--- src/core/mss_defs.svh ---
// Purpose: timing counts, setting ranges and defaults of the start sequencer
// Assumes: settings are sampled once, at the start command
// Notes:   time base is one tick every 0.1 s
`ifndef MSS_DEFS_SVH
`define MSS_DEFS_SVH

// ==========================================================================
// time base
`define MSS_CLK_PERIOD_NS  10
`define MSS_TICK_TIME_NS   100000000
`define MSS_TICK_CYCLES    (`MSS_TICK_TIME_NS / `MSS_CLK_PERIOD_NS)
`define MSS_TENTHS_PER_SEC 14'd10
`define MSS_SETTLE_TICKS   4'd3

// ==========================================================================
// up-to-speed time, whole seconds; full-speed current threshold, percent
`define MSS_UTS_MIN        10'd1
`define MSS_UTS_MAX        10'd900
`define MSS_UTS_DEF        10'd20
`define MSS_UTS_PCT        175

// ==========================================================================
// ramp levels, percent; maximum ramp time, seconds
`define MSS_INIT_MIN       10'd1
`define MSS_INIT_MAX       10'd100
`define MSS_INIT_DEF       10'd25
`define MSS_END_MIN        10'd10
`define MSS_END_MAX        10'd325
`define MSS_END_DEF        10'd105
`define MSS_FULL_VOLT      10'd100
`define MSS_ICUR_MIN       10'd50
`define MSS_ICUR_MAX       10'd600
`define MSS_ICUR_DEF       10'd100
`define MSS_MCUR_MIN       10'd100
`define MSS_MCUR_MAX       10'd800
`define MSS_MCUR_DEF       10'd600
`define MSS_RAMP_MAX       10'd300

// ==========================================================================
// boost (kick) current and duration
`define MSS_KICK_OFF       10'd0
`define MSS_KICK_MIN       10'd100
`define MSS_KICK_MAX       10'd800
`define MSS_KTIME_MIN      10'd1
`define MSS_KTIME_MAX      10'd100
`define MSS_KTIME_DEF      10'd10

// ==========================================================================
// fault reporting
`define MSS_FAULT_UTS      8'h01
`define MSS_FAULT_NONE     8'h00

`endif

--- src/core/mss_pkg.sv ---
// Purpose: shared types of the motor start sequencer
// Assumes: nothing
// Notes:   one-hot state codes are written out
package mss_pkg;

    typedef enum logic [1:0] {
        PROF_VOLT  = 2'h0,
        PROF_CURR  = 2'h1,
        PROF_TORQ  = 2'h2,
        PROF_POWER = 2'h3
    } mss_profile_e;

    typedef enum logic [5:0] {
        ST_IDLE  = 6'h01,
        ST_KICK  = 6'h02,
        ST_RAMP  = 6'h04,
        ST_HOLD  = 6'h08,
        ST_RUN   = 6'h10,
        ST_FAULT = 6'h20
    } mss_state_e;

    // reference handed to the power-stage control loop
    typedef struct packed {
        mss_profile_e kind;
        logic [9:0]   level;
    } mss_ref_s;

    // settings captured at the start command
    typedef struct packed {
        logic [9:0]   uts_s;
        mss_profile_e prof;
        logic [9:0]   init_lvl;
        logic [9:0]   end_lvl;
        logic [9:0]   max_cur;
        logic [9:0]   kick_lvl;
        logic [6:0]   kick_t;
        logic [8:0]   ramp_s;
        logic         wye_delta;
    } mss_cfg_s;

endpackage

--- src/core/mss_tick_gen.sv ---
// Purpose: 0.1 s time base for the start sequencer timers
// Assumes: i_run rises together with the start of a sequence
// Notes:   restarts from zero whenever i_run is low, so ticks align to start
`timescale 1ns/1ps
`include "mss_defs.svh"

module mss_tick_gen #(
    parameter int unsigned TICK_CYCLES = `MSS_TICK_CYCLES
) (
    input  wire logic i_mclk,
    input  wire logic i_reset,
    input  wire logic i_run,
    output logic      o_tick
);

    logic [31:0] cnt_q;

    // ======================================================================
    // cycle counter
    always_ff @(posedge i_mclk) begin
        if (i_reset || !i_run) begin
            cnt_q <= 32'h0;
        end else if (cnt_q >= TICK_CYCLES - 1) begin
            cnt_q <= 32'h0;
        end else begin
            cnt_q <= cnt_q + 32'h1;
        end
    end

    // ======================================================================
    // tick pulse, one cycle wide
    always_ff @(posedge i_mclk) begin
        if (i_reset || !i_run) begin
            o_tick <= 1'b0;
        end else begin
            o_tick <= (cnt_q >= TICK_CYCLES - 1);
        end
    end

endmodule

--- src/core/mss_motor_start_sequencer.sv ---
// Purpose: start sequencing of a thyristor motor starter: boost, ramp,
//          up-to-speed supervision, stall fault, wye-delta transfer
// Assumes: all inputs come from logic on i_mclk; current readings in
//          the same unit as the rated load current
// Notes:   timers run in tenths of a second
// Functional notes
// - accel time limit is 1..900 whole seconds, default 20
// - timer expiry without full speed flags a stalled motor
// - full speed needs ramp expired and current settled below 175 percent
// - stall declares the up-to-speed fault, code 01
// - time limit never self-adjusts; ramp longer than it always faults
// - voltage profile applies full voltage at timer expiry
// - wye-delta topology transfers to delta at timer expiry if not done
// - four profiles: voltage, current, torque, power; current is default
// - ramp start level is 1..100 percent, default 25
// - voltage profile starts its ramp at the start level
// - torque or power profile starts at the start level
// - current profile ignores start level, uses initial current
// - ramp end level is 10..325 percent, default 105
// - voltage profile ignores end level and ends at 100 percent
// - torque profile reaches the end level when ramp time ends
// - power profile reaches the end level when ramp time ends
// - boost current is off or 100..800 percent, default off
// - boost is applied at start, before any ramp
// - boost lasts 0.1..10.0 s, default 1.0 s
// - ramp moves from initial to maximum over 0..300 seconds
// - after ramp expiry hold maximum current until speed, expiry, trip; code keeps it through run until stop, voltage profile holds 100 percent
`timescale 1ns/1ps
`include "mss_defs.svh"

module mss_motor_start_sequencer #(
    parameter int unsigned TICK_CYCLES = `MSS_TICK_CYCLES
) (
    input  wire logic       i_mclk,
    input  wire logic       i_reset,
    input  wire logic       i_start_cmd,
    input  wire logic       i_overload_trip,
    input  wire logic [15:0] i_motor_current,
    input  wire logic [15:0] i_rated_load_current,
    input  wire logic [9:0] i_accel_time_limit_param,
    input  wire logic [1:0] i_ramp_profile_select_param,
    input  wire logic [9:0] i_ramp_start_level_param,
    input  wire logic [9:0] i_ramp_end_level_param,
    input  wire logic [9:0] i_init_current_param,
    input  wire logic [9:0] i_max_current_param,
    input  wire logic [8:0] i_ramp_time_param,
    input  wire logic [9:0] i_boost_current_level_param,
    input  wire logic [6:0] i_boost_duration_param,
    input  wire logic       i_starter_topology_param,
    output mss_pkg::mss_ref_s o_ref,
    output logic            o_starting,
    output logic            o_boosting,
    output logic            o_full_voltage,
    output logic            o_delta_run,
    output logic            o_full_speed_reached,
    output logic            o_fault,
    output logic [7:0]      o_fault_code
);

    // ======================================================================
    // setting sanitiser: out-of-range values fall back to the default
    function automatic logic [9:0] pick(input logic [9:0] v,
                                        input logic [9:0] lo,
                                        input logic [9:0] hi,
                                        input logic [9:0] dflt);
        return (v < lo || v > hi) ? dflt : v;
    endfunction

    mss_pkg::mss_state_e state_q;
    mss_pkg::mss_state_e state_d;
    mss_pkg::mss_cfg_s   cfg_q;
    mss_pkg::mss_cfg_s   cfg_d;
    mss_pkg::mss_cfg_s   cfg_use;
    mss_pkg::mss_profile_e prof_in;

    logic        start_q;
    logic        start_rise;
    logic        busy;
    logic        tick;
    logic [13:0] uts_cnt_q;
    logic [13:0] uts_lim;
    logic        uts_exp;
    logic [6:0]  kick_cnt_q;
    logic [11:0] ramp_cnt_q;
    logic [11:0] ramp_lim;
    logic        ramp_done_q;
    logic [9:0]  level_q;
    logic [12:0] acc_q;
    logic [9:0]  diff;
    logic        step;
    logic [3:0]  settle_q;
    logic        below;
    logic        up_to_speed;
    logic [9:0]  kick_in;
    logic [9:0]  ramp_in;
    mss_pkg::mss_ref_s ref_d;

    // ======================================================================
    // start command and time base
    always_ff @(posedge i_mclk) begin
        if (i_reset) begin
            start_q <= 1'b0;
        end else begin
            start_q <= i_start_cmd;
        end
    end

    assign start_rise = i_start_cmd && !start_q;
    assign busy = state_q inside {mss_pkg::ST_KICK, mss_pkg::ST_RAMP, mss_pkg::ST_HOLD};

    mss_tick_gen #(
        .TICK_CYCLES (TICK_CYCLES)
    ) u_tick (
        .i_mclk  (i_mclk),
        .i_reset (i_reset),
        .i_run   (busy),
        .o_tick  (tick)
    );

    // ======================================================================
    // settings captured at start
    assign prof_in = mss_pkg::mss_profile_e'(i_ramp_profile_select_param);
    assign kick_in = i_boost_current_level_param;
    assign ramp_in = {1'b0, i_ramp_time_param};

    always_comb begin
        cfg_d = cfg_q;
        cfg_d.uts_s = pick(i_accel_time_limit_param, `MSS_UTS_MIN,
                           `MSS_UTS_MAX, `MSS_UTS_DEF);
        cfg_d.prof = prof_in;
        cfg_d.max_cur = pick(i_max_current_param, `MSS_MCUR_MIN,
                             `MSS_MCUR_MAX, `MSS_MCUR_DEF);
        case (prof_in)
            mss_pkg::PROF_CURR: begin
                cfg_d.init_lvl = pick(i_init_current_param, `MSS_ICUR_MIN,
                                      `MSS_ICUR_MAX, `MSS_ICUR_DEF);
                cfg_d.end_lvl = cfg_d.max_cur;
            end
            mss_pkg::PROF_VOLT: begin
                cfg_d.init_lvl = pick(i_ramp_start_level_param, `MSS_INIT_MIN,
                                      `MSS_INIT_MAX, `MSS_INIT_DEF);
                cfg_d.end_lvl = `MSS_FULL_VOLT;
            end
            default: begin
                cfg_d.init_lvl = pick(i_ramp_start_level_param, `MSS_INIT_MIN,
                                      `MSS_INIT_MAX, `MSS_INIT_DEF);
                cfg_d.end_lvl = pick(i_ramp_end_level_param, `MSS_END_MIN,
                                     `MSS_END_MAX, `MSS_END_DEF);
            end
        endcase
        cfg_d.kick_lvl = pick(kick_in, `MSS_KICK_MIN, `MSS_KICK_MAX,
                              `MSS_KICK_OFF);
        cfg_d.kick_t = 7'(pick({3'h0, i_boost_duration_param}, `MSS_KTIME_MIN,
                               `MSS_KTIME_MAX, `MSS_KTIME_DEF));
        cfg_d.ramp_s = 9'(pick(ramp_in, 10'd0, `MSS_RAMP_MAX, 10'd0));
        cfg_d.wye_delta = i_starter_topology_param;
    end

    always_ff @(posedge i_mclk) begin
        if (i_reset) begin
            cfg_q <= '0;
            cfg_q.prof <= mss_pkg::PROF_CURR;
        end else if (state_q == mss_pkg::ST_IDLE && start_rise) begin
            cfg_q <= cfg_d;
        end
    end

    // ======================================================================
    // accel time limit, counted from the start command
    assign uts_lim = 14'(cfg_q.uts_s) * `MSS_TENTHS_PER_SEC;
    assign uts_exp = busy && tick && (uts_cnt_q >= uts_lim - 14'h1);

    always_ff @(posedge i_mclk) begin
        if (i_reset || !busy) begin
            uts_cnt_q <= 14'h0;
        end else if (tick) begin
            uts_cnt_q <= uts_cnt_q + 14'h1;
        end
    end

    // ======================================================================
    // boost duration
    always_ff @(posedge i_mclk) begin
        if (i_reset || state_q != mss_pkg::ST_KICK) begin
            kick_cnt_q <= 7'h0;
        end else if (tick) begin
            kick_cnt_q <= kick_cnt_q + 7'h1;
        end
    end

    // ======================================================================
    // ramp generator: an accumulator spreads the level steps evenly; the
    // divide is done one step per clock, far faster than the tick rate
    assign ramp_lim = 12'(cfg_q.ramp_s) * 12'(`MSS_TENTHS_PER_SEC);
    assign diff = (cfg_q.end_lvl > cfg_q.init_lvl) ? cfg_q.end_lvl - cfg_q.init_lvl
                                                  : 10'h0;
    assign step = (state_q == mss_pkg::ST_RAMP) && (acc_q >= {1'b0, ramp_lim})
               && (level_q < cfg_q.end_lvl) && (ramp_lim != 12'h0);

    always_ff @(posedge i_mclk) begin
        if (i_reset || state_q != mss_pkg::ST_RAMP) begin
            ramp_cnt_q <= 12'h0;
            acc_q <= 13'h0;
        end else begin
            if (tick) begin
                ramp_cnt_q <= ramp_cnt_q + 12'h1;
            end
            acc_q <= acc_q + (tick ? {3'h0, diff} : 13'h0)
                   - (step ? {1'b0, ramp_lim} : 13'h0);
        end
    end

    always_ff @(posedge i_mclk) begin
        if (i_reset || state_q == mss_pkg::ST_IDLE) begin
            ramp_done_q <= 1'b0;
        end else if (state_q == mss_pkg::ST_RAMP
                     && (ramp_lim == 12'h0 || (tick && ramp_cnt_q >= ramp_lim - 12'h1))) begin
            ramp_done_q <= 1'b1;
        end
    end

    always_ff @(posedge i_mclk) begin
        if (i_reset) begin
            level_q <= 10'h0;
        end else if (state_q == mss_pkg::ST_IDLE) begin
            level_q <= cfg_d.init_lvl;
        end else if (state_q != mss_pkg::ST_RAMP) begin
            level_q <= level_q;
        end else if (ramp_done_q || ramp_lim == 12'h0) begin
            level_q <= cfg_q.end_lvl;
        end else if (step) begin
            level_q <= level_q + 10'h1;
        end
    end

    // ======================================================================
    // full speed detection: current must stay low for a few ticks
    assign below = (24'(i_motor_current) * 24'd100)
                 < (24'(i_rated_load_current) * 24'(`MSS_UTS_PCT));

    always_ff @(posedge i_mclk) begin
        if (i_reset || !busy || !below) begin
            settle_q <= 4'h0;
        end else if (tick && settle_q < `MSS_SETTLE_TICKS) begin
            settle_q <= settle_q + 4'h1;
        end
    end

    assign up_to_speed = ramp_done_q && below && (settle_q >= `MSS_SETTLE_TICKS);

    // ======================================================================
    // sequence control; stop or trip beats full speed beats expiry
    always_comb begin
        state_d = state_q;
        case (state_q)
            mss_pkg::ST_IDLE: begin
                if (start_rise) begin
                    state_d = (cfg_d.kick_lvl != `MSS_KICK_OFF) ? mss_pkg::ST_KICK
                                                               : mss_pkg::ST_RAMP;
                end
            end
            mss_pkg::ST_KICK, mss_pkg::ST_RAMP, mss_pkg::ST_HOLD: begin
                if (state_q == mss_pkg::ST_KICK && tick
                    && kick_cnt_q >= cfg_q.kick_t - 7'h1) begin
                    state_d = mss_pkg::ST_RAMP;
                end
                if (state_q == mss_pkg::ST_RAMP && ramp_done_q) begin
                    state_d = mss_pkg::ST_HOLD;
                end
                if (uts_exp) begin
                    state_d = mss_pkg::ST_FAULT;
                end
                if (up_to_speed) begin
                    state_d = mss_pkg::ST_RUN;
                end
                if (!i_start_cmd || i_overload_trip) begin
                    state_d = mss_pkg::ST_IDLE;
                end
            end
            mss_pkg::ST_RUN, mss_pkg::ST_FAULT: begin
                if (!i_start_cmd) begin
                    state_d = mss_pkg::ST_IDLE;
                end
            end
            default: state_d = mss_pkg::ST_IDLE;
        endcase
    end

    always_ff @(posedge i_mclk) begin
        if (i_reset) begin
            state_q <= mss_pkg::ST_IDLE;
        end else begin
            state_q <= state_d;
        end
    end

    // ======================================================================
    // reference to the control loop
    assign cfg_use = (state_q == mss_pkg::ST_IDLE) ? cfg_d : cfg_q; // capture cycle too

    always_comb begin
        ref_d.kind = cfg_use.prof;
        ref_d.level = 10'h0;
        case (state_d)
            mss_pkg::ST_KICK: begin
                ref_d.kind = mss_pkg::PROF_CURR;
                ref_d.level = cfg_use.kick_lvl;
            end
            mss_pkg::ST_RAMP: begin
                ref_d.level = level_q;
            end
            mss_pkg::ST_HOLD, mss_pkg::ST_RUN: begin
                if (cfg_use.prof == mss_pkg::PROF_VOLT) begin
                    ref_d.level = `MSS_FULL_VOLT;
                end else begin
                    ref_d.kind = mss_pkg::PROF_CURR;
                    ref_d.level = cfg_use.max_cur;
                end
            end
            default: ref_d.level = 10'h0;
        endcase
    end

    always_ff @(posedge i_mclk) begin
        if (i_reset) begin
            o_ref <= '0;
            o_starting <= 1'b0;
            o_boosting <= 1'b0;
        end else begin
            o_ref <= ref_d;
            o_starting <= state_d inside {mss_pkg::ST_KICK, mss_pkg::ST_RAMP, mss_pkg::ST_HOLD};
            o_boosting <= (state_d == mss_pkg::ST_KICK);
        end
    end

    // ======================================================================
    // expiry actions: full voltage at expiry, delta transfer at expiry or full speed; both stay until stop
    always_ff @(posedge i_mclk) begin
        if (i_reset || state_d == mss_pkg::ST_IDLE) begin
            o_full_voltage <= 1'b0;
        end else if (uts_exp && cfg_q.prof == mss_pkg::PROF_VOLT) begin
            o_full_voltage <= 1'b1;
        end
    end

    always_ff @(posedge i_mclk) begin
        if (i_reset || state_d == mss_pkg::ST_IDLE) begin
            o_delta_run <= 1'b0;
        end else if (cfg_q.wye_delta && (uts_exp || up_to_speed)) begin
            o_delta_run <= 1'b1;
        end
    end

    // ======================================================================
    // status and fault report
    always_ff @(posedge i_mclk) begin
        if (i_reset) begin
            o_full_speed_reached <= 1'b0;
            o_fault <= 1'b0;
            o_fault_code <= `MSS_FAULT_NONE;
        end else begin
            o_full_speed_reached <= (state_d == mss_pkg::ST_RUN);
            o_fault <= (state_d == mss_pkg::ST_FAULT);
            o_fault_code <= (state_d == mss_pkg::ST_FAULT) ? `MSS_FAULT_UTS : `MSS_FAULT_NONE;
        end
    end

endmodule

--- config.mk ---
export PLATFORM = sky130hd
export DESIGN_NAME = mss_motor_start_sequencer
export DESIGN_NICKNAME = d
export VERILOG_FILES = /design/src/core/mss_pkg.sv /design/src/core/mss_tick_gen.sv /design/src/core/mss_motor_start_sequencer.sv
export VERILOG_INCLUDE_DIRS = /design/src /design/src/core
export SDC_FILE = /design/constraint.sdc
export NUM_CORES = 1
export LEC_CHECK = 0
export BUFFER_PORTS_ARGS = -buffer_cell sky130_fd_sc_hd__buf_2
export CAP_MARGIN = 20
export CORE_MARGIN = 8
export CORE_UTILIZATION = 40
export CTS_BUF_LIST = sky130_fd_sc_hd__clkbuf_16
export CTS_CLUSTER_DIAMETER = 100
export DETAILED_ROUTE_END_ITERATION = 7
export PLACE_DENSITY_LB_ADDON = 0.25
export SKIP_CTS_REPAIR_TIMING = 1
export SLEW_MARGIN = 25
export SYNTH_ARGS = -nofsm -noshare
export SYNTH_HDL_FRONTEND = slang
export SYNTH_SLANG_ARGS = --single-unit
--- constraint.sdc ---
create_clock -name i_mclk -period 10.5 [get_ports i_mclk]
set_input_delay 1.05 -clock i_mclk [delete_from_list [all_inputs] [get_ports i_mclk]]
set_output_delay 1.05 -clock i_mclk [all_outputs]
set_load 0.05 [all_outputs]
==> impl_metrics.toml <==
[outcome]
outcome = "completed"

[die]
rows = 75
die_area_mm2 = 0.04936
initial_utilization_pct = 40.53
boundaryPins = 141
die-width_um = 222.2
core_area_mm2 = 0.04195
fp.dieH_um = 222.2

[worst_setup_path]
reg2reg_depth = 27
crit_arrival_ns = 7.33
timing.rr.start = "cfg_q[3]"
cpPeakStageDelay_ns = 0.49
ff2ff_setup_slack_ns = 3.70
cpMaxStageDelayCell = "fa_1"
r2r-end = "acc_q[11]"
critPathTopFamily = "compound AO/OA/AOI/OAI gates"
worst-path-buf-inv = 6
path_class = "input pin to flop"
cp.depth = 30
start_kind = "input pin"
cp.required_ns = 10.86
path_max_fanout = 9
cp-end-kind = "flop"

[synthesis]
ys_ff_latch = 188
syn-cell-area_mm2 = 0.01700
synth_top_area_share_pct = 22.14
syn-mean-instance-area_um2 = 8.246
yosys_warnings = 0
async_reset_ff_share_pct = 0
netlist_instances = 2062
yosysUniqueCellTypes = 84
synth_edf_count = 0
synth_ff_type = "dfxtp_1"
seq_area_frac_synth_pct = 22.14
synth_area_leader_cell = "dfxtp_1"
synthTopCellsByArea = "dfxtp_1, ha_1, fa_1, inv_1, nor2_1"

[drt]
num_vias = 14490
drt-vias-per-instance = 5.316
ant_nets = 0
routedWlPerCell_um = 15.22
initialDrtViolationCount = 839
firstDrtPassIters = 5
wl_um = 41480
drc = 0

[power]
finalPower_mw = 3.084
cellPowerDensity_mw_per_mm2 = 164.3
ir_drop_uv = 110.5
p_leak_nw = 8.489

[cts]
cts_root_buffer = "clkbuf_16"
clk_pin_slew_ns = 0.08
cts_tree = "built"
clock_latency_ns = 0.44
cts.sinks = 188
cts_buffers = 17
htreeDepth = 4
cts_buffer_depth = 2

[sta]
whs_ns = 0.4553
timing.slew.headroom_pct = 37.82
fmax_ghz = 0.1436
min_period_ns = 6.966
tns_ns = 0
slew_viol_final = 0
finClkSkew_ns = 0.01351
worst_pin_slew_ns = 0.9314
hold_viol = 0
setup_viol = 0
post-route-period-util_pct = 66.34
rsz0062_at_grt = "no"
layout_setup_ws_ns = 3.534

[placed_design]
place_ws_ns = 2.802
portBuffers = 133
gp_congestion = 0.8922
post_dp_cell_area_mm2 = 0.01816
hpwl_um = 33570

[final_layout]
finalInstanceArea_mm2 = 0.01877
nFillCells = 4190
synthToLayoutAreaGrowth_pct = 10.39
antenna_cells = 0
final_cell_mix = "inv_1, ha_1, nor2_1, dfxtp_1, nand2_1"
nets = 2621
drive_above_1_share_pct = 9.652
layout_commonest_cell = "inv_1"

[flow_run]
cap_violations = 0

[global_route]
grt_start_max_net_pins = 80
grt_pass1_vias = 14610
overflow = 0
grt.total_usage_pct = 16.71
antenna_found_initial = 0
grt_first_pass_wirelength_um = 70390

[worst_hold_path]
holdPathStages = 2
min_path_type = "flop to flop"
min-delay-start = "cfg_q[53]"
holdPathEnd = "cfg_q[53]"
==> Yosys cell counts, types with 13 or more instances <==
cell        n
xor2_1     69
nand2_1   166
nand3b_1   15
clkbuf_1   44
nor3_1     48
and2_1     13
nand2b_1   13
nand4_1    23
a211oi_1   24
xnor2_1    64
a21oi_1   126
a21o_1     32
dfxtp_1   188
nor2_1    189
inv_1     270
o211ai_1   19
nor4_1     15
nand3_1    71
nor2b_1    16
and3_1     25
fa_1       76
a22oi_1    15
a31oi_1    32
ha_1      257
o21ai_0    53
==> worst max-delay path by stage <==
stage / start / end / slack [ns]
after floorplan: i_rated_load_current[0] / o_ref[11] / 3.94
after global placement: i_rated_load_current[1] / o_ref[6] / 2.93
after detailed placement: i_rated_load_current[0] / o_ref[2] / 2.80
after CTS: i_rated_load_current[0] / o_ref[6] / 3.24
after global routing: i_rated_load_current[0] / o_ref[2] / 3.06
final: i_rated_load_current[0] / o_ref[2] / 3.53
==> logic make-up (layout without fill, tap and decap cells) <==
family / count (synthesis) / after routing / synth area share, %
and+or+nand+nor: 647 / 647 / 18.38
AOI/OAI and AO/OA: 415 / 415 / 16.28
DFF: 188 / 188 / 22.14
xor gates and xnor gates: 134 / 134 / 6.947
muxes: 10 / 10 / 0.5961
other: 1 / 15 / 0.02206
adders and majority gates: 333 / 333 / 27.86
buffers and inverters: 334 / 444 / 7.778
==> worst reg2reg max path, cell delays in order, from the launching register on <==
cell and delay [ns]:
dfxtp_1 0.34, ha_1 0.32, ha_1 0.31, a211oi_1 0.25, o21bai_1 0.13, o21ai_1 0.13
a21oi_1 0.09, xor2_1 0.29, inv_1 0.20, ha_1 0.41, nand2_1 0.07, nor3_1 0.13
o31a_1 0.15, o21a_1 0.13, o2111ai_1 0.14, a211o_1 0.52, nor3_1 0.38, fa_1 0.47
inv_1 0.07, ha_1 0.24, a21oi_1 0.25, o21ai_1 0.10, a21oi_1 0.24, o21ai_0 0.15
a2111oi_0 0.70, o31ai_1 0.24, xnor2_1 0.20, nor2_1 0.05
==> routing by layer <==
metal  share of wire [%]  global-route usage [%]  wire length [um]
met1                  47                   21.49             19590
met2                  48                   29.21             19740
met3                 3.5                   2.107              1458
met4                 1.7                   4.362               690
met5                   0                       0                 0
==> registers in the layout, indices dropped and copies added, names as in the netlist, 4 cells and up <==
signal        flops
uts_cnt_q        14
kick_cnt_q        7
settle_q          4
state_q           6
cfg_q            69
u_tick.cnt_q     32
acc_q            13
ramp_cnt_q       12
o_ref            12
level_q          10
==> where the power goes <==
group	leakage [nW]	internal (mW)	switching, mW
sequential	1.53	0.739	0.0292
clock	0.282	0.322	0.332
combinational	6.68	0.708	0.954
total	8.49	1.77	1.31
==> through the flow <==
stage	utilization, %	std cells
after CTS	44.71	2724
after global routing	44.75	2725
after floorplan	-	2076
after global placement	43.29	2692
final	44.75	2725
after detailed placement	43.29	2692
==> layout make-up <==
| class | count | area (um2) | share of cell area, % |
|---|---|---|---|
| Clock buffer | 17 | 425.4 | 2.267 |
| Clock inverter | 15 | 168.9 | 0.8999 |
| Inverter | 270 | 1013 | 5.400 |
| Multi-Input combinational cell | 1554 | 11990 | 63.87 |
| Sequential cell | 188 | 3764 | 20.05 |
| Tap cell | 539 | 674.4 | 3.593 |
| Timing Repair Buffer | 142 | 735.7 | 3.920 |
(Power assumes the default switching activity.)
